## config.mk

```make
export PLATFORM = sky130hd
export DESIGN_NAME = dbt_top
export DESIGN_NICKNAME = d
export VERILOG_FILES = /design/src/verilog/dbt_pkg.sv /design/src/verilog/dbt_buf_mem.sv /design/src/verilog/dbt_top.sv
export VERILOG_INCLUDE_DIRS = /design/src /design/src/verilog
export SDC_FILE = /design/constraint.sdc
export NUM_CORES = 1
export LEC_CHECK = 0
export BUFFER_PORTS_ARGS = -buffer_cell sky130_fd_sc_hd__buf_2
export CAP_MARGIN = 20
export CORE_MARGIN = 2
export CORE_UTILIZATION = 30
export CTS_CLUSTER_DIAMETER = 60
export DETAILED_ROUTE_END_ITERATION = 7
export HOLD_SLACK_MARGIN = 0.08
export PLACE_DENSITY = 0.5
export SYNTH_ARGS = -nofsm -noshare
export SYNTH_HDL_FRONTEND = slang
export SYNTH_SLANG_ARGS = --single-unit
export TNS_END_PERCENT = 5
```

## constraint.sdc

```tcl
create_clock -name ref_clk -period 4.1 [get_ports ref_clk]
set_input_delay 0.205 -clock ref_clk [delete_from_list [all_inputs] [get_ports ref_clk]]
set_output_delay 0.205 -clock ref_clk [all_outputs]
set_load 0.05 [all_outputs]
```

## src/verilog/dbt_defs.svh

```systemverilog
`ifndef DBT_DEFS_SVH
`define DBT_DEFS_SVH

`define DBT_BUF_BANK 4'h0
`define DBT_BUF_TOP_ADDR 7'h0c
`define DBT_BUF_UMID_ADDR 7'h0d
`define DBT_BUF_LMID_ADDR 7'h0e
`define DBT_BUF_BOT_ADDR 7'h0f
`define DBT_CTL_WIDTH_ADDR 6'h07
`define DBT_WSEL_WIDE_BIT 0
`define DBT_PER_PTR_ADDR 7'h40
`define DBT_PTR_RST 16'h0000
`define DBT_BUF_RST 16'h0000
`define DBT_WSEL_RST 4'h0
`define DBT_MASK_ALL 4'hf
`define DBT_MASK_LOW 4'h3

`endif

```

## src/verilog/dbt_pkg.sv

```systemverilog
package dbt_pkg;
   typedef enum logic [1:0] {
      DBT_IDLE = 2'b00,
      DBT_TBL_FETCH = 2'b01,
      DBT_GET_WAIT = 2'b10
   } dbt_state_t;

   typedef logic [3:0] dbt_nib_t;
   typedef logic [15:0] dbt_word_t;
endpackage

```

## src/verilog/dbt_buf_mem.sv

```systemverilog
`include "dbt_defs.svh"

module dbt_buf_mem (
   input wire logic ref_clk,
   input wire logic rst_n,
   input wire logic [1:0] nib_idx,
   input wire logic nib_we,
   input wire dbt_pkg::dbt_nib_t nib_wdata,
   input wire logic nib_rd,
   output dbt_pkg::dbt_nib_t nib_rdata,
   input wire logic wide_we,
   input wire logic [3:0] wide_mask,
   input wire dbt_pkg::dbt_word_t wide_wdata,
   output dbt_pkg::dbt_word_t word
);
   import dbt_pkg::*;

   dbt_word_t word_ff;
   dbt_nib_t rdata_ff;
   dbt_nib_t nxt_rdata;

   // Index 0 is the top nibble, so the word reads MSB first
   genvar gi;
   generate
      for (gi = 0; gi < 4; gi++) begin : g_nib
         dbt_nib_t nxt_nib;
         always_comb begin
            nxt_nib = word_ff[15-4*gi -: 4];
            // Engine transfers win; a core write in that cycle is dropped
            if (wide_we) begin
               if (wide_mask[3-gi]) begin
                  nxt_nib = wide_wdata[15-4*gi -: 4];
               end
            end else if (nib_we && nib_idx == 2'(gi)) begin
               nxt_nib = nib_wdata;
            end
         end
         always_ff @(posedge ref_clk) begin
            if (!rst_n) begin
               word_ff[15-4*gi -: 4] <= 4'(`DBT_BUF_RST >> (12-4*gi));
            end else begin
               word_ff[15-4*gi -: 4] <= nxt_nib;
            end
         end
      end
   endgenerate

   always_comb begin
      nxt_rdata = rdata_ff;
      if (nib_rd) begin
         nxt_rdata = word_ff[4'd15 - {nib_idx, 2'b00} -: 4];
      end
   end

   always_ff @(posedge ref_clk) begin
      if (!rst_n) begin
         rdata_ff <= 4'h0;
      end else begin
         rdata_ff <= nxt_rdata;
      end
   end

   assign nib_rdata = rdata_ff;
   assign word = word_ff;
endmodule // dbt_buf_mem

```

## src/verilog/dbt_top.sv

```systemverilog
// Summary of operation
// - Buffer is 16 bits held in nibbles 0C to 0F of bank 0.
// - Top bit of 0C is the MSB; bottom bit of 0F is the LSB.
// - Ordinary data-memory reads and writes reach the buffer nibbles.
// - Table read fetches the program word at the table pointer into the buffer.
// - Table read width comes from the control register at address 07.
// - An 8-bit table read loads only the two low buffer nibbles.
// - A table read takes one return-stack level while it runs.
// - Table read may address every program-memory location.
// - One buffer serves both table reads and peripheral transfers.
// - Peripheral read copies the selected peripheral register into the buffer.
// - Peripheral write copies the buffer into the selected peripheral register.
// - Table pointer sits at peripheral address 40, read and written via buffer.
`include "dbt_defs.svh"

module dbt_top (
   input wire logic ref_clk,
   input wire logic rst_n,
   input wire logic [3:0] dm_bank,
   input wire logic [6:0] dm_addr,
   input wire logic dm_wr,
   input wire logic dm_rd,
   input wire dbt_pkg::dbt_nib_t dm_wdata,
   output dbt_pkg::dbt_nib_t dm_rdata,
   output logic dm_rd_hit,
   input wire logic [5:0] ctl_addr,
   input wire logic ctl_wr,
   input wire logic ctl_rd,
   input wire dbt_pkg::dbt_nib_t ctl_wdata,
   output dbt_pkg::dbt_nib_t ctl_rdata,
   output logic ctl_rd_hit,
   input wire logic tbl_req,
   input wire logic get_req,
   input wire logic put_req,
   input wire logic [6:0] per_sel,
   output logic busy,
   output dbt_pkg::dbt_word_t pm_addr,
   output logic pm_rd,
   input wire dbt_pkg::dbt_word_t pm_rdata,
   output logic stk_push,
   output logic stk_pop,
   output logic [6:0] per_addr,
   output logic per_rd,
   output logic per_wr,
   output dbt_pkg::dbt_word_t per_wdata,
   input wire dbt_pkg::dbt_word_t per_rdata,
   output dbt_pkg::dbt_word_t data_buffer,
   output dbt_pkg::dbt_word_t table_pointer
);
   import dbt_pkg::*;

   // True for bank 0, columns 0C..0F
   function automatic logic buf_hit(input logic [3:0] bank,
                                    input logic [6:0] addr);
      buf_hit = (bank == `DBT_BUF_BANK) &&
                (addr >= `DBT_BUF_TOP_ADDR) && (addr <= `DBT_BUF_BOT_ADDR);
   endfunction

   function automatic dbt_nib_t nib_of(input dbt_word_t w,
                                       input logic [1:0] idx);
      nib_of = w[4'd15 - {idx, 2'b00} -: 4];
   endfunction

   dbt_state_t state_ff, nxt_state;
   logic busy_ff, nxt_busy;
   dbt_word_t ptr_ff, nxt_ptr;
   dbt_nib_t wsel_ff, nxt_wsel;
   dbt_word_t pm_addr_ff, nxt_pm_addr;
   logic pm_rd_ff, nxt_pm_rd;
   logic push_ff, nxt_push;
   logic pop_ff, nxt_pop;
   logic [6:0] per_addr_ff, nxt_per_addr;
   logic per_rd_ff, nxt_per_rd;
   logic per_wr_ff, nxt_per_wr;
   dbt_word_t per_wdata_ff, nxt_per_wdata;
   logic dm_hit_ff, nxt_dm_hit;
   dbt_nib_t ctl_rdata_ff, nxt_ctl_rdata;
   logic ctl_hit_ff, nxt_ctl_hit;
   logic wide_sel;
   logic acc_tbl, acc_get, acc_put;
   logic wide_we;
   logic [3:0] wide_mask;
   dbt_word_t wide_wdata;
   dbt_word_t buf_word;
   logic [1:0] dm_idx;

   assign wide_sel = wsel_ff[`DBT_WSEL_WIDE_BIT];
   assign dm_idx = 2'(dm_addr - `DBT_BUF_TOP_ADDR);
   // One request per idle cycle; table read outranks get, get outranks put
   assign acc_tbl = (state_ff == DBT_IDLE) && tbl_req;
   assign acc_get = (state_ff == DBT_IDLE) && !tbl_req && get_req;
   assign acc_put = (state_ff == DBT_IDLE) && !tbl_req && !get_req && put_req;

   // Single buffer write path shared by table reads and gets
   always_comb begin
      wide_we = 1'b0;
      wide_mask = `DBT_MASK_ALL;
      wide_wdata = pm_rdata;
      unique case (state_ff)
         DBT_IDLE: begin
            if (acc_get && per_sel == `DBT_PER_PTR_ADDR) begin
               wide_we = 1'b1;
               wide_wdata = ptr_ff;
            end
         end
         DBT_TBL_FETCH: begin
            wide_we = 1'b1;
            wide_mask = wide_sel ? `DBT_MASK_ALL : `DBT_MASK_LOW;
            wide_wdata = pm_rdata;
         end
         DBT_GET_WAIT: begin
            wide_we = 1'b1;
            wide_wdata = per_rdata;
         end
         default: begin
            wide_we = 1'b0;
         end
      endcase
   end

   dbt_buf_mem u_mem (
      .ref_clk(ref_clk),
      .rst_n(rst_n),
      .nib_idx(dm_idx),
      .nib_we(dm_wr && buf_hit(dm_bank, dm_addr)),
      .nib_wdata(dm_wdata),
      .nib_rd(dm_rd && buf_hit(dm_bank, dm_addr)),
      .nib_rdata(dm_rdata),
      .wide_we(wide_we),
      .wide_mask(wide_mask),
      .wide_wdata(wide_wdata),
      .word(buf_word)
   );

   always_comb begin
      nxt_state = state_ff;
      nxt_ptr = ptr_ff;
      nxt_pm_addr = pm_addr_ff;
      nxt_pm_rd = 1'b0;
      nxt_push = 1'b0;
      nxt_pop = 1'b0;
      nxt_per_addr = per_addr_ff;
      nxt_per_rd = 1'b0;
      nxt_per_wr = 1'b0;
      nxt_per_wdata = per_wdata_ff;
      unique case (state_ff)
         DBT_IDLE: begin
            if (acc_tbl) begin
               nxt_pm_addr = ptr_ff;
               nxt_pm_rd = 1'b1;
               nxt_push = 1'b1;
               nxt_state = DBT_TBL_FETCH;
            end else if (acc_get && per_sel != `DBT_PER_PTR_ADDR) begin
               nxt_per_addr = per_sel;
               nxt_per_rd = 1'b1;
               nxt_state = DBT_GET_WAIT;
            end else if (acc_put) begin
               if (per_sel == `DBT_PER_PTR_ADDR) begin
                  nxt_ptr = buf_word;
               end else begin
                  nxt_per_addr = per_sel;
                  nxt_per_wdata = buf_word;
                  nxt_per_wr = 1'b1;
               end
            end
         end
         DBT_TBL_FETCH: begin
            nxt_pop = 1'b1;
            nxt_state = DBT_IDLE;
         end
         DBT_GET_WAIT: begin
            nxt_state = DBT_IDLE;
         end
         default: begin
            nxt_state = DBT_IDLE;
         end
      endcase
      nxt_busy = (nxt_state != DBT_IDLE);
   end

   always_comb begin
      nxt_wsel = wsel_ff;
      nxt_ctl_rdata = ctl_rdata_ff;
      nxt_ctl_hit = ctl_rd && ctl_addr == `DBT_CTL_WIDTH_ADDR;
      nxt_dm_hit = dm_rd && buf_hit(dm_bank, dm_addr);
      if (ctl_wr && ctl_addr == `DBT_CTL_WIDTH_ADDR) begin
         nxt_wsel = ctl_wdata;
      end
      if (nxt_ctl_hit) begin
         nxt_ctl_rdata = wsel_ff;
      end
   end

   always_ff @(posedge ref_clk) begin
      if (!rst_n) begin
         state_ff <= DBT_IDLE;
         busy_ff <= 1'b0;
         ptr_ff <= `DBT_PTR_RST;
         wsel_ff <= `DBT_WSEL_RST;
         pm_addr_ff <= 16'h0000;
         pm_rd_ff <= 1'b0;
         push_ff <= 1'b0;
         pop_ff <= 1'b0;
         per_addr_ff <= 7'h00;
         per_rd_ff <= 1'b0;
         per_wr_ff <= 1'b0;
         per_wdata_ff <= 16'h0000;
         dm_hit_ff <= 1'b0;
         ctl_rdata_ff <= 4'h0;
         ctl_hit_ff <= 1'b0;
      end else begin
         state_ff <= nxt_state;
         busy_ff <= nxt_busy;
         ptr_ff <= nxt_ptr;
         wsel_ff <= nxt_wsel;
         pm_addr_ff <= nxt_pm_addr;
         pm_rd_ff <= nxt_pm_rd;
         push_ff <= nxt_push;
         pop_ff <= nxt_pop;
         per_addr_ff <= nxt_per_addr;
         per_rd_ff <= nxt_per_rd;
         per_wr_ff <= nxt_per_wr;
         per_wdata_ff <= nxt_per_wdata;
         dm_hit_ff <= nxt_dm_hit;
         ctl_rdata_ff <= nxt_ctl_rdata;
         ctl_hit_ff <= nxt_ctl_hit;
      end
   end

   // Busy covers only the wait states; a put finishes in its accept cycle
   assign busy = busy_ff;
   assign pm_addr = pm_addr_ff;
   assign pm_rd = pm_rd_ff;
   assign stk_push = push_ff;
   assign stk_pop = pop_ff;
   assign per_addr = per_addr_ff;
   assign per_rd = per_rd_ff;
   assign per_wr = per_wr_ff;
   assign per_wdata = per_wdata_ff;
   assign dm_rd_hit = dm_hit_ff;
   assign ctl_rdata = ctl_rdata_ff;
   assign ctl_rd_hit = ctl_hit_ff;
   assign data_buffer = buf_word;
   assign table_pointer = ptr_ff;
endmodule // dbt_top

```

Yosys cells after proc, flatten, opt, wreduce, memory -nomap -nowiden
Index checks and enable logic that the tools add are counted.

word-level totals
  register bits after elaboration = 92
  logic and storage cells = 111
  output and inout port bits = 87

operators by class
  multiplexer cells = 28
  bitwise operators = 6
  equal/unequal tests = 13
  magnitude comparators = 2
  add/sub/neg operators = 2
  shift operators = 1
  reduce and logical (&&, ||, !) cells = 40

operators by type and width
  kind                number
  $mux 4              14
  $pmux 16 s2         1
  $mux 7              3
  $shiftx 19x5->4     1
  $logic_and 1x1->1   17
  $mux 16             1
  $reduce_and 2->1    6
  $reduce_bool 2->1   6
  $reduce_and 5->1    2
  $ne 2x2->1 const B  4
  $eq 7x7->1 const B  1
  $ge 7x4->1 const B  1
  $le 7x4->1 const B  1
  $ne 7x7->1 const B  1
  $eq 2x2->1 const B  3
  $eq 6x3->1 const B  1
  $mux 2              3
  $not 1->1           6
  $mux 1              5
  $reduce_or 5->1     1
  $eq 2x1->1 const B  2
  $logic_not 2->1     2
  $logic_not 4->1     1
  $reduce_and 4->1    1
  other kinds (7)     8

Depth between registers and ports, before layout
Gate-level depths: netlist of the first run.

  depth in word-level cells = 8
  mapped depth = 9
  mapped depth without buffers = 7

Cells and area by module
A second synthesis of the first run with hierarchy kept.

second synthesis, totals
  cell total of the unflattened synthesis = 417
  area total of the unflattened synthesis = 4264.1 µm²

by module, submodules not included
  module       sequential area each (µm²)  area each (µm²)  times used  cells each
  dbt_top      1441.4                      3081.7           1           307
  dbt_buf_mem  400.4                       1182.4           1           110

Least setup slack after synthesis of the first run
Ideal clock, no wire load.

  path kind = reg-to-reg
  from = register state_ff[0]
  to = register u_mem.word_ff[11], in the netlist u_mem.word[11]
  setup time = 0.075 ns
  arrival = 1.927 ns
  cell stages (with the launch flop) = 9
  setup slack = 2.097 ns
  period minus slack after synthesis = 2.003 ns
  required time = 4.025 ns
  path through = dfxtp_1 > inv_1 > ha_1 > clkbuf_8 > and4bb_1 > a32oi_4 > mux2i_2 > nand2_1 > o22ai_1

between the ends
  word-level cells in the longest chain between the ends = 8

RTL lines
  item                                                                RTL line                      text
  from (decl)                                                         dbt_top.sv:64                 dbt_state_t state_ff, nxt_state;
  from (signal assigned)                                              dbt_top.sv:212                state_ff <= nxt_state;
  $logic_not 2->1                                                     dbt_top.sv:91, dbt_top.sv:99
  $logic_and 1x1->1 (2 in a row)                                      dbt_top.sv:91                 assign acc_get = (state_ff == DBT_IDLE) && !tbl_req && get_req;
  $logic_and 1x1->1 (no source line)                                  n/a
  $mux 1 / $mux 16 (equally long branches)                            dbt_top.sv:101                if (acc_get && per_sel == `DBT_PER_PTR_ADDR) begin
  $pmux 1 s2 / $pmux 16 s2 (equally long branches)                    dbt_top.sv:99                 unique case (state_ff)
  $ne 2x2->1 (no source line), or another cell as far along           n/a
  $reduce_and 2->1 (no source line) / $mux 4 (equally long branches)  n/a
  to (signal, indexed assignment)                                     dbt_buf_mem.sv:40             word_ff[15-4*gi -: 4] <= 4'(`DBT_BUF_RST >> (12-4*gi));
  to (signal, indexed assignment)                                     dbt_buf_mem.sv:42             word_ff[15-4*gi -: 4] <= nxt_nib;
  to (decl)                                                           dbt_buf_mem.sv:18             dbt_word_t word_ff;

Parallel ways exist; a longest one is shown, timed or not. The select of a mux whose other input is x is not followed.
A chain may end at the register's enable or synchronous reset.

Worst setup path in the final report of the first run
  from = register state_ff[0]
  to = register per_wdata_ff[1], in the netlist per_wdata[1]

between the ends
  word-level cells in the longest chain between the ends = 6

RTL lines
  item                                 RTL line                      text
  $logic_not 2->1 *                    n/a
  $logic_and 1x1->1                    dbt_top.sv:91, dbt_top.sv:92
  $logic_and 1x1->1                    dbt_top.sv:91
  $logic_and 1x1->1 (no source line)   n/a
  $not 1->1 (no source line)           n/a
  $reduce_and 5->1 (no source line) *  n/a
  to (signal assigned)                 dbt_top.sv:223                per_wdata_ff <= nxt_per_wdata;
  to (decl)                            dbt_top.sv:75                 dbt_word_t per_wdata_ff, nxt_per_wdata;

Every way passes the cells marked *; elsewhere a longest branch is shown, timed or not.

==> results of run 1 <==
[cells by family (layout without fill, tap and decap cells)]
logic type,count (synthesis),in the layout
compound gates,84,84
fa+ha+maj,4,4
buf+inv,39,187
flops,92,92
mux,65,65
other cells,0,1
simple gates,174,174
[flip-flops by register name (all words and copies together) (netlist names)]
name / flops
u_mem.nib_rdata: 4
wsel_ff: 4
stk_pop: 1
table_pointer: 16
busy: 1
ctl_rd_hit: 1
dm_rd_hit: 1
per_addr: 7
stk_push: 1
state_ff: 2
ctl_rdata: 4
per_rd: 1
per_wdata: 16
per_wr: 1
pm_addr: 16
u_mem.word: 16
[layout make-up]
class                   count  area, µm²  area share [%]
diodes                      1      2.502         0.04606
clock buffers              14      254.0           4.675
clock inverters             2      10.01          0.1842
inverters                   9      33.78          0.6218
multi-input cells         327       2247           41.36
flip-flops and latches     92       1842           33.90
well taps                 180      225.2           4.146
repair buffers            162      818.3           15.06
[final timing paths]
| path | endpoint | slack [ns] | cells past startpoint |
|---|---|---|---|
| setup / recovery | per_wdata[1] | 1.44 | 7 |
| hold / removal | wsel_ff[3] | 0.11 | 3 |
| setup reg to reg | per_wdata[1] | 1.44 | 7 |
| hold reg to reg | ctl_rdata[1] | 0.45 | 2 |
[metrics by stage]
step           setup slack (ns)  std cells  power (µW)
3_5_place_dp              1.440        770        1400
3_3_place_gp              1.578        770        1393
5_1_grt                   1.219        787        2252
6_report                  1.438        787        2153
2_1_floorplan             2.097        458        1272
4_1_cts                   1.408        786        2187
[cells in the final DEF (no fill, tap or decap), drive strengths merged, types with 2 or more instances in the layout]
cell type,synthesis,final
a21oi,48,48
mux4,4,4
nor3,3,3
nor2,50,50
a221o,4,4
dfxtp,92,92
clkinv,0,2
nor4,2,2
buf,10,162
clkbuf,20,14
o22ai,16,16
ha,4,4
nor2b,3,3
nand4,4,4
o21ai,2,2
inv,9,9
a211o,12,12
and2,4,4
mux2,16,16
nand2,79,79
nor4b,2,2
nor3b,13,13
nand3,8,8
mux2i,45,45
[critical path, delay by kind of cell (launching register included)]
kind	cells	cell delay, ns
adders and majority gates	1	0.18
buffers and inverters	2	0.49
DFF	1	0.35
muxes	1	0.28
and+or+nand+nor	3	1.22
[power groups by stage]
stage	Sequential, µW	Clock (µW)	Combinational (µW)
after floorplan	1070	0	203
after global placement	987	0	406
after detailed placement	987	0	413
after CTS	967	805	414
after global routing	970	838	445
final	967	775	411
[metal layers]
layer / GRT usage (%) / vias to the layer above
li1: - / 1887
met1: 23.25 / 1810
met2: 26.96 / 141
met3: 4.843 / 20
met4: 8.097 / 0
met5: 0 / -
==> metrics.cfg, run 1 <==
[critical_path]
reg2reg_from = state_ff[0]
worstPathRequired_ns = 4.31
critPathMaxStageDelay_ns = 0.89
cp-start-kind = register
path_class = register to register
cp_max_fo = 35
cp-end-kind = register
critical_path_arrival_ns = 2.87
path_cells = inv_1 -> ha_1 -> buf_4 -> nand3b_1 -> nor3_4 -> mux2i_1 -> nor2_1
startpoint = state_ff[0]
slowest_stage = nor3_4

[synthesis]
synth_compound_area_share_pct = 13.61
ys_seq_elements = 92
synth_area_um2 = 4284
yosys-top-cells-area = dfxtp_1 (43%), mux2i_1 (10%), nand2_1 (6.8%)
synth-xor-area-share_pct = 0
synthAdderAreaFrac_pct = 1.168
ys.flop_type = dfxtp_1
synth_most_common_cell = dfxtp_1
synth_top_cell_by_area = dfxtp_1
seq_area_frac_synth_pct = 42.99
syn_avg_cell_area_um2 = 9.354
async_flop_share_pct = 0
synthTopCellsByCount = dfxtp_1 (92), nand2_1 (78), nor2_1 (50)
synthDistinctLibCells = 44
synth_cells = 458
synth_edf_count = 0
yosys_warnings = 0
synthMuxAreaShare_pct = 17.87
synth_nets = 535
synth-simple-area-share_pct = 19.80
synth_top_area_share_pct = 42.99
synth_top_family_by_area = simple AND/OR/NAND/NOR gates

[floorplanning]
start_util_pct = 30.74
die_area_um2 = 15250
die_h_um = 123.5
core_region_area_um2 = 13930
ios = 160
chipWidth_um = 123.5
num_rows = 43

[global_routing]
antenna_found_initial = 1
overflow = 0
grt_pass1_vias = 3709
grt_max_degree = 50
grt_pass1_wl_mm = 20.13
grtUsageTotal_pct = 17.70

[layout]
postLayoutCellArea_um2 = 5433
final_core_util_pct = 38.99
nNetsFinal = 678
fill_cells = 1432
syn2layout_area_growth_pct = 26.81
drive_gt1_share_pct = 36.30

[clock_tree]
cts_root_buffer = clkbuf_16
clkLatencyLatePin_ns = 0.35
clkSinkCount = 92
numCtsBuffers = 9
post_cts_resize_count = 0
cts.clk_slew.worst_paths_ns = 0.06
ctsHoldBuffers = 0
cts_tree = built
htreeDepth = 3
cts_setup_buffers = 0
clock_path_buffers = 2

[power_and_ir_drop]
seqPwrFrac_pct = 44.9
p_switching_uw = 663.4
ir_drop_v = 0.0001782
comb_power_share_pct = 19.1
switching_share_pct = 30.82
leakagePower_uw = 0.002475
p_int_uw = 1489
clkPwrFrac_pct = 36.0
pwr_density_cell_nw_per_um2 = 396.3

[timing]
worst_pin_slew_ns = 1.096
whs_ns = 0.1102
relSlewSlack_pct = 26.69
drv_slew = 0
min_period_over_period_pct = 64.92
layout_min_cycle_time_ns = 2.662
setup_viol = 0
rsz0062_at_grt = no
fmax_ghz = 0.3757
skew_ns = 0.01001
hold_violations = 0
finalSetupTns_ns = 0

[drt]
m1WireLength_mm = 6.062
firstDrtPassIters = 4
ant_nets = 0
wl_met2_mm = 6.008
wl_met3_um = 954
dr.first_iter.drc_count = 208
avgViaCountPerCell = 4.902
dr_total_vias = 3858
wl_per_cell_um = 16.96
highest_layer = met4
finalWirelength_mm = 13.35
drc = 0

[place]
routabilityCongestion = 0.7541
hpwl_mm = 9.633
io_buffers = 159
place_area_um2 = 5166

[worst_hold_path]
hold_start = ctl_wdata[3]
holdCritPathClass = input pin to register

[outcome]
outcome = complete, no violations

[job]
cap_violations = 0

Power figures use the tool's default switching activity.
==> run 2, diff against run 1 <==
PLACE_DENSITY = 0.52   (was 0.5)
clock period = 2.4 ns   (was 4.1 ns; I/O delays follow)
==> run 2 against run 1 <==
Effect of this change:
- sequential share of layout area down 1.5 points
- clock skew down 0.0044 ns
- via count down 0.52%
- first-iteration DRC count down 23%
- global-route usage down 0.24 points
- routed wire length down 0.29%
- critical endpoint is now u_mem.word[10]
- largest power group unchanged
==> metrics.cfg, run 2 (synthesis results as in run 1) <==
[critical_path]
cp_max_fo = 16  ; was 35
path_class = input pin to register  ; was register to register
cp-end-kind = register  ; unchanged
slowest_stage = dlygate4sd3_1  ; was nor3_4
critical_path_arrival_ns = 2.48  ; was 2.87 ns
cp-start-kind = input pin  ; was register
worstPathRequired_ns = 2.61  ; was 4.31 ns
critPathMaxStageDelay_ns = 0.54  ; was 0.89 ns
path_cells = dlygate4sd3_1 -> buf_2 -> nor4_4 -> nand4_4 -> mux2_2 -> a21oi_1 -> o22ai_1  ; was inv_1 -> ha_1 -> buf_4 -> nand3b_1 -> nor3_4 -> mux2i_1 -> nor2_1

[global_routing]
grt_pass1_vias = 3701  ; was 3709
overflow = 0  ; unchanged
grtUsageTotal_pct = 17.45  ; was 17.70%
grt_pass1_wl_mm = 19.88  ; was 20.13 mm
grt_max_degree = 44  ; was 50
antenna_found_initial = 0  ; was 1

[drt]
firstDrtPassIters = 4  ; unchanged
dr.first_iter.drc_count = 160  ; was 208
ant_nets = 0  ; unchanged
dr_total_vias = 3838  ; was 3858
finalWirelength_mm = 13.31  ; was 13.35 mm
avgViaCountPerCell = 4.756  ; was 4.902
wl_per_cell_um = 16.49  ; was 16.96 µm
drc = 0  ; unchanged

[floorplanning]
start_util_pct = 30.74  ; unchanged
ios = 160  ; unchanged
core_region_area_um2 = 13930  ; unchanged
die_h_um = 123.5  ; unchanged
die_area_um2 = 15250  ; unchanged
chipWidth_um = 123.5  ; unchanged
num_rows = 43  ; unchanged

[layout]
drive_gt1_share_pct = 36.36  ; was 36.30%
final_common_cell = buf_2  ; unchanged
fill_cells = 1424  ; was 1432
diodes = 0  ; was 1
syn2layout_area_growth_pct = 32.51  ; was 26.81%
final_core_util_pct = 40.74  ; was 38.99%
multi_input_area_um2 = 2247  ; unchanged
nNetsFinal = 700  ; was 678
final_cell_mix = buf_2 (159), dfxtp_1 (92), nand2_1 (78)  ; unchanged
final-seq-area_um2 = 1842  ; unchanged

[timing]
layout_min_cycle_time_ns = 2.276
rsz0062_at_grt = yes  ; was no
skew_ns = 0.005590  ; was 0.01001 ns
fmax_ghz = 0.4394
min_period_over_period_pct = 94.83
drv_slew = 0  ; unchanged
hold_violations = 0  ; unchanged
relSlewSlack_pct = 27.61  ; was 26.69%
setup_viol = 0  ; unchanged
worst_pin_slew_ns = 1.082  ; was 1.096 ns

[clock_tree]
post_cts_resize_count = 0  ; unchanged
htreeDepth = 3  ; unchanged
clkLatencyLatePin_ns = 0.34  ; was 0.35 ns
cts.clk_slew.worst_paths_ns = 0.06  ; about the same
clkSinkCount = 92  ; unchanged
cts_tree = built  ; unchanged
clock_path_buffers = 2  ; unchanged
cts_root_buffer = clkbuf_16  ; unchanged
numCtsBuffers = 9  ; unchanged

[power_and_ir_drop]
ir_drop_v = 0.0003394  ; was 0.0001782 V
p_total_uw = 3748  ; was 2153 µW
pwr_density_cell_nw_per_um2 = 660.3  ; was 396.3 nW/µm²
leakagePower_uw = 0.002581  ; was 0.002475 µW

[place]
hpwl_mm = 9.778  ; was 9.633 mm
io_buffers = 159  ; unchanged
routabilityCongestion = 0.7829  ; was 0.7541

[worst_hold_path]
holdCritPathClass = input pin to register  ; unchanged

[job]
cap_violations = 0  ; unchanged

[outcome]
outcome = complete, no violations  ; unchanged

run 2: cell count changes in the layout (fill, tap and decap cells not counted):
| cell | delta |
|---|---|
| buf_12 | +3 |
| clkbuf_1 | -2 |
| buf_4 | +4 |
| dlygate4sd3_1 | +15 |
| clkbuf_8 | +1 |
| diode_2 | -1 |
run 2: report_power, final:
group	switching [µW]	total, µW	internal, µW	leakage (µW)
registers	72.3	1650	1580	0.000745
clock network	593	1340	751	0.000135
logic	475	752	277	0.00170
total	1140	3750	2610	0.00258
run 2: worst max-delay path, delay by kind of cell:
| kind | cells | cell delay [ns] |
|---|---|---|
| AO/OA/AOI/OAI | 2 | 0.31 |
| buffers and inverters | 2 | 0.69 |
| AND/OR/NAND/NOR | 2 | 0.94 |
| multiplexers | 1 | 0.42 |
run 2: worst paths after layout:
check / from / endpoint / slack (ns) / depth (start not counted)
worst max-delay path: per_sel[1] / u_mem.word[10] / 0.12 / 7
worst min-delay path: tbl_req / state_ff[0] / 0.09 / 3
worst max register to register: state_ff[0] / per_wdata[10] / 0.18 / 6
worst min register to register: pm_addr[5] / pm_addr[5] / 0.45 / 2
run 2: routing by layer:
metal	global-route usage, %	vias to the layer above	part of all wire, %
met4	5.398	0	1.2
met2	27.92	133	46
met1	22.47	1757	46
li1	-	1937	-
met5	0	-	0
met3	5.397	11	7.5
run 2: cell type report:
type,count,area share [%]
multi-input cells,327,39.59
flip-flops and latches,92,32.44
repair buffers,184,18.65
clock buffers,13,4.585
well taps,180,3.967
inverters,9,0.5951
clock inverters,2,0.1763
run 2: repair_timing:
action	in CTS	in global routing
hold buffers	15	0
endpoints found under the setup margin	0	13
buffers inserted	0	3
hold endpoints to repair	14	0
run 2: per-stage QoR:
step / std cells / area (µm²) / setup TNS, ns / hold slack (ns) / setup WS (ns)
after floorplan: 458 / 4284 / 0 / 0.1985 / 0.3975
after global placement: 774 / 5221 / 0 / 0.3811 / 0.2253
after global routing: 807 / 5677 / -0.01269 / 0.1137 / -0.01269
final: 807 / 5677 / 0 / 0.09146 / 0.1240
after CTS: 804 / 5642 / 0 / 0.08386 / 0.07443
after detailed placement: 774 / 5221 / 0 / 0.3935 / 0.08412
